<file path="config.mk">
export PLATFORM = sky130hd
export DESIGN_NAME = qcm_monitor
export DESIGN_NICKNAME = d
export VERILOG_FILES = /design/src/rtl/qcm_pkg.sv /design/src/rtl/qcm_queue_score.sv /design/src/rtl/qcm_monitor.sv
export SDC_FILE = /design/constraint.sdc
export NUM_CORES = 1
export LEC_CHECK = 0
export BUFFER_PORTS_ARGS = -buffer_cell sky130_fd_sc_hd__buf_2
export CORE_MARGIN = 8
export CORE_UTILIZATION = 50
export DETAILED_ROUTE_END_ITERATION = 8
export MAX_ROUTING_LAYER = met4
export PLACE_DENSITY = 0.68
export SLEW_MARGIN = 10
export SYNTH_ARGS = -nofsm -noshare
export SYNTH_HDL_FRONTEND = slang
export SYNTH_SLANG_ARGS = --single-unit
</file>
<file path="constraint.sdc">
create_clock -name sys_clk -period 32.9 [get_ports sys_clk]
set_input_delay 9.87 -clock sys_clk [delete_from_list [all_inputs] [get_ports sys_clk]]
set_output_delay 9.87 -clock sys_clk [all_outputs]
set_load 0.03 [all_outputs]
</file>
<file path="src/rtl/qcm_pkg.sv">
// Package of constants for the queue congestion monitor.
// Assumes a 32-bit APB register bus and a single 25 MHz clock.
package qcm_pkg;
  // ==========================================================
  // Register byte offsets
  localparam logic [7:0] EGR_CFG_OFS = 8'h00;
  localparam logic [7:0] EGR_TICKS_OFS = 8'h04;
  localparam logic [7:0] EGR_SCORE_OFS = 8'h08;
  localparam logic [7:0] ING_CFG_OFS = 8'h0C;
  localparam logic [7:0] ING_TICKS_OFS = 8'h10;
  localparam logic [7:0] ING_SCORE_OFS = 8'h14;
  localparam logic [7:0] REORDER_OFS = 8'h18;
  localparam logic [7:0] BIAS_OFS = 8'h1C;
  localparam logic [7:0] INT_STAT_OFS = 8'h20;
  localparam logic [7:0] INT_EN_OFS = 8'h24;
  localparam logic [7:0] INT_CLR_OFS = 8'h28;
  localparam logic [7:0] NOTIFY_OFS = 8'h2C;
  // ==========================================================
  // Field widths and positions
  localparam int CNT_W = 16;
  localparam int LVL_W = 8;
  localparam int LVL_LSB = 0;
  localparam int CONG_LSB = 8;
  localparam int LEAK_LSB = 16;
  localparam int IVL_W = 8;
  localparam int HI_LSB = 16;
  // Status bit positions.
  localparam int EGR_FLAG_BIT = 0;
  localparam int ING_FLAG_BIT = 1;
  localparam int RDR_FLAG_BIT = 2;
  localparam int NUM_FLAGS = 3;
  localparam logic [15:0] CNT_MAX = 16'hFFFF;
  localparam logic [15:0] CNT_ONE = 16'h0001;
  localparam logic [15:0] CNT_ZERO = 16'h0000;
endpackage

</file>
<file path="src/rtl/qcm_queue_score.sv">
// One leaky-bucket congestion scorer for a single queue.
// Assumes the tick enables are single-cycle pulses on sys_clk.
`timescale 1ns/1ps
`default_nettype none
module qcm_queue_score (
  // Clock and reset
  input wire logic sys_clk,
  input wire logic rst,
  // Configuration
  input wire logic [7:0] levelLimit,
  input wire logic [15:0] scoreLimit,
  // Events
  input wire logic pktDone,
  input wire logic [7:0] queueLevel,
  input wire logic congTick,
  input wire logic leakTick,
  input wire logic biasTick,
  input wire logic scoreClear,
  input wire logic countRead,
  // Results
  output logic [15:0] congestionScore,
  output logic [15:0] overLevelTickCount,
  output logic alarm
);
  logic [15:0] score_reg;
  logic [15:0] ticks_reg;
  logic [1:0] dec;
  logic inc;
  logic [17:0] sum;
  assign inc = pktDone && (queueLevel > levelLimit);
  assign dec = {1'b0, leakTick} + {1'b0, biasTick};
  assign sum = {2'b00, score_reg} + {17'h00000, inc} - {16'h0000, dec};

  // ==========================================================
  // Score update
  // Floor and saturate
  always_ff @(posedge sys_clk or posedge rst) begin
    if (rst) begin
      score_reg <= qcm_pkg::CNT_ZERO;
    end else if (scoreClear) begin
      score_reg <= qcm_pkg::CNT_ZERO;
    end else if (sum[17]) begin
      score_reg <= qcm_pkg::CNT_ZERO;
    end else if (sum[16]) begin
      score_reg <= qcm_pkg::CNT_MAX;
    end else begin
      score_reg <= sum[15:0];
    end
  end

  // ==========================================================
  // Over-level ticks; a read and a tick together keep the tick.
  // Clear on read
  always_ff @(posedge sys_clk or posedge rst) begin
    if (rst) begin
      ticks_reg <= qcm_pkg::CNT_ZERO;
    end else if (congTick && score_reg != qcm_pkg::CNT_ZERO) begin
      if (countRead) begin
        ticks_reg <= qcm_pkg::CNT_ONE;
      end else if (ticks_reg != qcm_pkg::CNT_MAX) begin
        ticks_reg <= ticks_reg + qcm_pkg::CNT_ONE;
      end
    end else if (countRead) begin
      ticks_reg <= qcm_pkg::CNT_ZERO;
    end
  end

  assign congestionScore = score_reg;
  assign overLevelTickCount = ticks_reg;
  assign alarm = score_reg > scoreLimit;

  chk_score_clear: assert property (@(posedge sys_clk) disable iff (rst)
    scoreClear |=> score_reg == qcm_pkg::CNT_ZERO)
    else $error("score not cleared");
  chk_tick_count: assert property (@(posedge sys_clk) disable iff (rst)
    congTick && score_reg != 16'h0000 && !countRead && ticks_reg != 16'hFFFF
    |=> ticks_reg == $past(ticks_reg) + 16'h0001)
    else $error("tick count missed");
  chk_ticks_hold: assert property (@(posedge sys_clk) disable iff (rst)
    !countRead && !congTick |=> ticks_reg == $past(ticks_reg))
    else $error("tick count changed");
  chk_score_inc: assert property (@(posedge sys_clk) disable iff (rst)
    inc && !leakTick && !biasTick && !scoreClear && score_reg != 16'hFFFF
    |=> score_reg == $past(score_reg) + 16'h0001)
    else $error("score not raised");
endmodule
`default_nettype wire

</file>
<file path="src/rtl/qcm_monitor.sv">
// Per-port queue congestion monitor with APB registers and one interrupt.
// Assumes fabric event inputs are synchronous pulses on sys_clk.
//
// Summary of operation
// - Over-level tick count rises each congestion tick while score is nonzero.
// - Over-level tick count clears only when software reads it.
// - Score rises when egress queue level exceeds the level limit.
// - Level comparison happens only when a packet is fully received.
// - Leak tick timer decrements the score on every tick.
// - Error rate bias timer ticks also decrement the score.
// - Writing one to egress congestion flag clears the egress score.
// - Egress flag sets when score exceeds the score alarm limit.
// - Reorder count rises whenever fabric picks a non-head ingress packet.
// - Ingress reorder flag sets when reorder count reaches its limit.
// - A second identical scorer watches the ingress queue.
// - Status holds ingress and egress congestion flags per port.
// - Egress flag setting may trigger a notification packet request.
`timescale 1ns/1ps
`default_nettype none
module qcm_monitor (
  // Clock and reset
  input wire logic sys_clk,
  input wire logic rst,
  // APB slave
  input wire logic psel,
  input wire logic penable,
  input wire logic pwrite,
  input wire logic [7:0] paddr,
  input wire logic [31:0] pwdata,
  output logic [31:0] prdata,
  output logic pready,
  output logic pslverr,
  // Queue events
  input wire logic egressPktDone,
  input wire logic [7:0] egressLevel,
  input wire logic ingressPktDone,
  input wire logic [7:0] ingressLevel,
  input wire logic fabricReorder,
  // Notification and interrupt
  output logic notifyReq,
  output logic irq
);
  logic [31:0] egrCfg_reg;
  logic [31:0] ingCfg_reg;
  logic [31:0] egrLim_reg;
  logic [31:0] ingLim_reg;
  logic [31:0] rdrCfg_reg;
  logic [7:0] biasIvl_reg;
  logic [2:0] stat_reg;
  logic [2:0] en_reg;
  logic notifyEn_reg;
  logic [15:0] rdrCnt_reg;
  logic [31:0] prdata_reg;
  logic notify_reg;
  logic egrAlarm;
  logic ingAlarm;
  logic egrAlarmQ_reg;
  logic [2:0] setEv;
  logic [2:0] clrEv;
  logic wrEn;
  logic rdEn;
  logic egrCongTick, egrLeakTick, ingCongTick, ingLeakTick, biasTick;
  logic egrRd, ingRd;
  logic [15:0] egrScore, egrTicks, ingScore, ingTicks;

  assign wrEn = psel && penable && pwrite;
  assign rdEn = psel && penable && !pwrite;
  assign pready = 1'b1;
  assign pslverr = 1'b0;

  // ==========================================================
  // Tick timers
  function automatic logic tickDue(input logic [7:0] cnt, input logic [7:0] ivl);
    tickDue = (cnt >= ivl);
  endfunction
  logic [7:0] egrCongCnt_reg, egrLeakCnt_reg, ingCongCnt_reg, ingLeakCnt_reg;
  logic [7:0] biasCnt_reg;
  assign egrCongTick = tickDue(egrCongCnt_reg, egrCfg_reg[qcm_pkg::CONG_LSB +: 8]);
  assign egrLeakTick = tickDue(egrLeakCnt_reg, egrCfg_reg[qcm_pkg::LEAK_LSB +: 8]);
  assign ingCongTick = tickDue(ingCongCnt_reg, ingCfg_reg[qcm_pkg::CONG_LSB +: 8]);
  assign ingLeakTick = tickDue(ingLeakCnt_reg, ingCfg_reg[qcm_pkg::LEAK_LSB +: 8]);
  assign biasTick = tickDue(biasCnt_reg, biasIvl_reg);

  // Timers restart from zero after reset.
  // Timer restart
  always_ff @(posedge sys_clk or posedge rst) begin
    if (rst) begin
      egrCongCnt_reg <= 8'h00;
      egrLeakCnt_reg <= 8'h00;
      ingCongCnt_reg <= 8'h00;
      ingLeakCnt_reg <= 8'h00;
      biasCnt_reg <= 8'h00;
    end else begin
      egrCongCnt_reg <= egrCongTick ? 8'h00 : egrCongCnt_reg + 8'h01;
      egrLeakCnt_reg <= egrLeakTick ? 8'h00 : egrLeakCnt_reg + 8'h01;
      ingCongCnt_reg <= ingCongTick ? 8'h00 : ingCongCnt_reg + 8'h01;
      ingLeakCnt_reg <= ingLeakTick ? 8'h00 : ingLeakCnt_reg + 8'h01;
      biasCnt_reg <= biasTick ? 8'h00 : biasCnt_reg + 8'h01;
    end
  end

  // ==========================================================
  // Configuration registers
  always_ff @(posedge sys_clk or posedge rst) begin
    if (rst) begin
      egrCfg_reg <= 32'h0000_0000;
      ingCfg_reg <= 32'h0000_0000;
      egrLim_reg <= 32'h0000_0000;
      ingLim_reg <= 32'h0000_0000;
      rdrCfg_reg <= 32'h0000_0000;
      biasIvl_reg <= 8'h00;
      en_reg <= 3'h0;
      notifyEn_reg <= 1'b0;
    end else if (wrEn) begin
      case (paddr)
        qcm_pkg::EGR_CFG_OFS: egrCfg_reg <= {8'h00, pwdata[23:0]};
        qcm_pkg::ING_CFG_OFS: ingCfg_reg <= {8'h00, pwdata[23:0]};
        qcm_pkg::EGR_SCORE_OFS: egrLim_reg <= {pwdata[31:16], 16'h0000};
        qcm_pkg::ING_SCORE_OFS: ingLim_reg <= {pwdata[31:16], 16'h0000};
        qcm_pkg::REORDER_OFS: rdrCfg_reg <= {pwdata[31:16], 16'h0000};
        qcm_pkg::BIAS_OFS: biasIvl_reg <= pwdata[7:0];
        qcm_pkg::INT_EN_OFS: en_reg <= pwdata[2:0];
        qcm_pkg::NOTIFY_OFS: notifyEn_reg <= pwdata[0];
        default: ;
      endcase
    end
  end

  // ==========================================================
  // Scorers for both queues
  assign egrRd = rdEn && paddr == qcm_pkg::EGR_TICKS_OFS;
  assign ingRd = rdEn && paddr == qcm_pkg::ING_TICKS_OFS;

  qcm_queue_score egrScorer (
    .sys_clk(sys_clk),
    .rst(rst),
    .levelLimit(egrCfg_reg[qcm_pkg::LVL_LSB +: 8]),
    .scoreLimit(egrLim_reg[qcm_pkg::HI_LSB +: 16]),
    .pktDone(egressPktDone),
    .queueLevel(egressLevel),
    .congTick(egrCongTick),
    .leakTick(egrLeakTick),
    .biasTick(biasTick),
    .scoreClear(clrEv[qcm_pkg::EGR_FLAG_BIT]),
    .countRead(egrRd),
    .congestionScore(egrScore),
    .overLevelTickCount(egrTicks),
    .alarm(egrAlarm)
  );

  qcm_queue_score ingScorer (
    .sys_clk(sys_clk),
    .rst(rst),
    .levelLimit(ingCfg_reg[qcm_pkg::LVL_LSB +: 8]),
    .scoreLimit(ingLim_reg[qcm_pkg::HI_LSB +: 16]),
    .pktDone(ingressPktDone),
    .queueLevel(ingressLevel),
    .congTick(ingCongTick),
    .leakTick(ingLeakTick),
    .biasTick(biasTick),
    .scoreClear(clrEv[qcm_pkg::ING_FLAG_BIT]),
    .countRead(ingRd),
    .congestionScore(ingScore),
    .overLevelTickCount(ingTicks),
    .alarm(ingAlarm)
  );

  // ==========================================================
  // Reorder counter
  // Count reorders
  always_ff @(posedge sys_clk or posedge rst) begin
    if (rst) begin
      rdrCnt_reg <= qcm_pkg::CNT_ZERO;
    end else if (fabricReorder && rdrCnt_reg != qcm_pkg::CNT_MAX) begin
      rdrCnt_reg <= rdrCnt_reg + qcm_pkg::CNT_ONE;
    end
  end

  // ==========================================================
  // Interrupt status; a set in the clear cycle wins.
  // Egress, ingress and reorder flag events
  assign setEv[qcm_pkg::EGR_FLAG_BIT] = egrAlarm;
  assign setEv[qcm_pkg::ING_FLAG_BIT] = ingAlarm;
  assign setEv[qcm_pkg::RDR_FLAG_BIT] =
    rdrCnt_reg >= rdrCfg_reg[qcm_pkg::HI_LSB +: 16];
  assign clrEv = (wrEn && paddr == qcm_pkg::INT_CLR_OFS) ? pwdata[2:0] : 3'h0;

  always_ff @(posedge sys_clk or posedge rst) begin
    if (rst) begin
      stat_reg <= 3'h0;
    end else begin
      stat_reg <= (stat_reg & ~clrEv) | setEv;
    end
  end

  assign irq = |(stat_reg & en_reg);

  // ==========================================================
  // Notification request on the rising edge of the egress alarm.
  // Notify on egress flag
  always_ff @(posedge sys_clk or posedge rst) begin
    if (rst) begin
      egrAlarmQ_reg <= 1'b0;
      notify_reg <= 1'b0;
    end else begin
      egrAlarmQ_reg <= egrAlarm;
      notify_reg <= notifyEn_reg && egrAlarm && !egrAlarmQ_reg;
    end
  end
  assign notifyReq = notify_reg;

  // ==========================================================
  // Read data, registered in the setup cycle so it is ready at access.
  always_ff @(posedge sys_clk or posedge rst) begin
    if (rst) begin
      prdata_reg <= 32'h0000_0000;
    end else if (psel && !penable && !pwrite) begin
      case (paddr)
        qcm_pkg::EGR_CFG_OFS: prdata_reg <= egrCfg_reg;
        qcm_pkg::EGR_TICKS_OFS: prdata_reg <= {16'h0000, egrTicks};
        qcm_pkg::EGR_SCORE_OFS: prdata_reg <= {egrLim_reg[31:16], egrScore};
        qcm_pkg::ING_CFG_OFS: prdata_reg <= ingCfg_reg;
        qcm_pkg::ING_TICKS_OFS: prdata_reg <= {16'h0000, ingTicks};
        qcm_pkg::ING_SCORE_OFS: prdata_reg <= {ingLim_reg[31:16], ingScore};
        qcm_pkg::REORDER_OFS: prdata_reg <= {rdrCfg_reg[31:16], rdrCnt_reg};
        qcm_pkg::BIAS_OFS: prdata_reg <= {24'h000000, biasIvl_reg};
        qcm_pkg::INT_STAT_OFS: prdata_reg <= {29'h00000000, stat_reg};
        qcm_pkg::INT_EN_OFS: prdata_reg <= {29'h00000000, en_reg};
        qcm_pkg::NOTIFY_OFS: prdata_reg <= {31'h00000000, notifyEn_reg};
        default: prdata_reg <= 32'h0000_0000;
      endcase
    end
  end
  assign prdata = prdata_reg;

  // ==========================================================
  // Checks
  chk_reorder_flag: assert property (@(posedge sys_clk) disable iff (rst)
    rdrCnt_reg >= rdrCfg_reg[31:16] |=> stat_reg[2])
    else $error("reorder flag not set");
  chk_egress_flag: assert property (@(posedge sys_clk) disable iff (rst)
    egrScore > egrLim_reg[31:16] |=> stat_reg[0])
    else $error("egress flag not set");
  chk_reorder_inc: assert property (@(posedge sys_clk) disable iff (rst)
    fabricReorder && rdrCnt_reg != 16'hFFFF |=> rdrCnt_reg == $past(rdrCnt_reg) + 16'h0001)
    else $error("reorder not counted");
  chk_flag_clear: assert property (@(posedge sys_clk) disable iff (rst)
    clrEv[0] && !egrAlarm |=> !stat_reg[0])
    else $error("egress flag not cleared");
endmodule
`default_nettype wire

</file>
==> results by group <==
Pwr
  • Clock Power Share: 0.328
  • Pwr Density: 58.82 mW/mm^2
  • P_leak: 8.049 nW
  • Power Total: 1.038 mW
  • P_sw: 0.3657 mW
  • Worst VDD drop: 0.04865 mV
  • Net Sw Frac: 0.3522
  • Internal power: 0.6725 mW
  • Seq pwr share: 0.447
  • Combinational share of power: 0.225

Critical path
  • CP Cell Sequence: buf_2 > ha_1 > nor2b_1 > o21ai_0 > nand2b_1 > a21oi_1 > o21ai_0 > o211a_1 > ha_1 > ha_1 > nand3_1 > nor2_1 > nand3_1 > a221oi_2 > and3_2 > nand3_1 > a31oi_2 > a21oi_1
  • Crit path buffers/inverters: 1
  • CP max-delay cell: a31oi_2
  • Critical Path RT: 33280 ps
  • Crit path max-delay family: compound AO/OA/AOI/OAI gates
  • Crit path kind: primary input to flop
  • Nature of the critical path endpoint: flop
  • Crit path launch type: primary input
  • Crit Path Max Fanout: 16
  • CP arrival: 13980 ps
  • Slowest stage delay, CP: 690 ps

Synth
  • Main combinational cell family by area after synthesis: simple AND/OR/NAND/NOR gates
  • Area share of and/or/nand/nor cells after synthesis: 0.1542
  • Sequential fraction of the synthesis area: 0.4169
  • Synth Register Bits: ~270
  • Compound-Gate Fraction of Synth Area: 0.1453
  • Post-synth cell types: 79
  • Synth warn: 0
  • Top-area cell type share of the netlist area: 0.4169
  • Post-Synth Adder-Cell Area: 0.09534
  • Cell count after synthesis: around 1.6k
  • Synth Flop Type: dfrtp_1
  • Multiplexer share of the synthesized area: 0.08150
  • Syn Area/Cell: 9.891 sq um
  • Cell area after synthesis: around 0.016 sq mm
  • Post-synthesis async set-or-reset flop share: 1.000
  • Largest cells by area after synthesis: dfrtp_1 42%, ha_1 9.3%, mux2_2 7.6%, inv_1 3.0%, xnor2_1 3.0%
  • Synth Area in XOR/XNOR: 0.05278
  • Largest area contributor in the netlist: dfrtp_1
  • Post-synth EDFFs: 0
  • Post-synthesis net count: 1792

Global route
  • Initial antenna violation count: 0
  • Largest net degree at the start of global routing: ~130
  • Vias in the first global route: between 10k and 15k
  • First-pass GRT wire length: 74250 um
  • All-layer global routing usage: 0.2529
  • Grt ovf: 0

CTS
  • Clock root buffer: clkbuf_16
  • Worst-case clock buffer depth: 3
  • Worst-path clk slew: 60 ps
  • Post-CTS Resized: 0
  • Hold_buf cts: 0
  • # H-tree levels: 1
  • Num CTS Buffers: 31
  • CTS tree: yes
  • Post-CTS Repair Setup Buffers: 0
  • Clock sinks: 265
  • Worst skew pair latency: approximately 560 ps

STA
  • Final setup TNS: 0 ps
  • Worst rel slew slack: 0.2795
  • Slew Limit Fails: 0
  • Clock skew: 11.35 ps
  • RSZ-0062 raised after global routing: false
  • Setup-failing EPs final: 0
  • Worst hold slack: 468.2 ps
  • Max Clock Freq: 73.58 MHz
  • Worst-Margin Slew: 1074 ps
  • Final Hold Viols: 0
  • Final worst-path cycle share: 0.4131
  • Tmin final: 13590 ps

Placed design
  • RePlAce Congestion: around 0.95
  • Dpl cells: approximately 2.1k
  • I/O Buffers: 97
  • DP Wirelength: between 30000 and 40000 um

Floorplanning
  • Die W: 194.4 um
  • Starting density of the core: 0.5053
  • Core Region: approximately 0.031 sq mm
  • Die Ht: 194.4 um
  • Rows: 65
  • Die area: 0.03777 sq mm
  • I/O pins: 100

Finish
  • Layout cells sized above 1: 0.1696
  • Fin nets: between 1.5k and 2k
  • Layout fillers: 2807
  • Register area: roughly 0.0066 sq mm
  • Max reg flops: 32
  • Multi-input gate area in the final layout: 0.008436 sq mm
  • Area grow syn2layout: 10.98%
  • Antenna Cells: 0
  • Fin cells: between 2k and 2.5k

Detailed routing
  • Initial DRT Pass Iterations: 6
  • DR WL met3: ~2800 um
  • Iter 0 DRT Violations: 1106
  • Vias: between 10k and 15k
  • Top routing layer in use: met4
  • Metal2 WL: 21450 um
  • Avg WL per Cell: 22.26 um
  • Vias/cell: 6.131
  • DR DRC count: 0
  • Wire length after detailed routing: approximately 47000 um
  • Final ANT Viol Nets: 0
  • M1 WL: 20950 um

Worst hold path
  • Worst hold path class: flop to flop

Outcome
  • Status: finished clean

Job
  • Max-cap violations: 0
## cells in the mapped netlist (27+ instances only)
master and instances:
dfrtp_1 265, xor2_1 40, a21o_1 50, o21ai_0 44
a21oi_1 81, nand2_1 100, mux2_2 108, nand3_1 75
a221oi_1 27, nand4_1 38, inv_1 129, a22oi_1 35
xnor2_1 54, nor2_1 99, nor3_1 34, clkbuf_1 51
ha_1 118
## cell usage in the layout, fill, tap and decap left out, types with 7 or more instances in the layout
cell type,n
clkbuf_1,10
a22oi_1,35
buf_2,97
a21oi_1,81
o21ai_0,44
a222oi_1,11
nor4_1,13
a221oi_1,27
and3_1,21
ha_1,118
and4_1,7
a21o_1,50
clkbuf_16,31
nor2b_1,7
inv_1,128
or3_1,14
clkbuf_8,7
nand2_1,100
or4_1,12
nor3_1,34
nor2_1,94
buf_4,12
and2_1,10
xor2_1,40
a22o_1,12
xnor2_1,54
nand2b_1,19
mux2i_1,8
nand3_1,75
nand4_1,38
mux2_2,108
a31oi_1,22
dfrtp_1,265
## logic make-up (layout without fill, tap and decap cells)
kind of cell	count (synthesis)	in the layout
AO/OA/AOI/OAI	335	335
buffers and inverters	198	294
flip-flops	265	265
other	2	2
AND/OR/NAND/NOR	477	477
XOR/XNOR	95	95
adder cells (fa/ha/maj)	120	120
multiplexers	116	116
## per-layer routing
layer / track usage / vias to the layer above
met5: - / -
met1: 0.3380 / 6422
met3: 0.03368 / 102
met2: 0.3957 / 418
li1: - / 5969
met4: 0.08232 / 0
## cell type report
cell class | count | share of cell area
clock buffers | 48 | 0.05153
clock inverters | 8 | 0.005954
inverters | 129 | 0.02786
multi-input cells | 1145 | 0.4779
flip-flops and latches | 265 | 0.3757
well taps | 402 | 0.02849
repair buffers | 109 | 0.03261
## tightest hold or removal path, stage by stage, from the launching register on
cell	delay, ps
dfrtp_1	330
nand2_1	40
o21ai_0	50
## path summary, 6_finish.rpt
check	from	to	slack, ps	cells past startpoint
worst max register to register	biasCnt_reg[0]$_DFF_PP0_	egrScorer.congestionScore[12]$_DFF_PP0_	27840	17
worst min register to register	prdata[28]$_DFFE_PP0P_	prdata[28]$_DFFE_PP0P_	470	2
worst min-delay path	prdata[28]$_DFFE_PP0P_	prdata[28]$_DFFE_PP0P_	470	2
max in group asynchronous	rst	ingScorer.overLevelTickCount[14]$_DFFE_PP0P_	21850	3
min in group asynchronous	rst	egrScorer.congestionScore[0]$_DFF_PP0_	9510	2
worst max-delay path	egressLevel[1]	egrScorer.congestionScore[12]$_DFF_PP0_	19310	18
## per-stage QoR
step | worst slack (ps) | util | cell area, sq um
2_1_floorplan | 15730 | - | 15910
6_report | 19310 | 0.5608 | 17650
3_5_place_dp | 18750 | 0.5286 | 16640
3_3_place_gp | 18950 | 0.5286 | 16640
5_1_grt | 18870 | 0.5608 | 17650
4_1_cts | 19330 | 0.5608 | 17650
## power by group through the flow
| stage | sequential [mW] | clock (mW) | combinational (mW) |
|---|---|---|---|
| detailed placement | 0.466 | 0 | 0.232 |
| global route | 0.468 | 0.360 | 0.264 |
| finish | 0.464 | 0.341 | 0.234 |
| floorplan | 0.402 | 0 | 0.212 |
| CTS | 0.460 | 0.348 | 0.234 |
| global placement | 0.465 | 0 | 0.225 |
No activity file was read; power rests on OpenSTA's default activity.
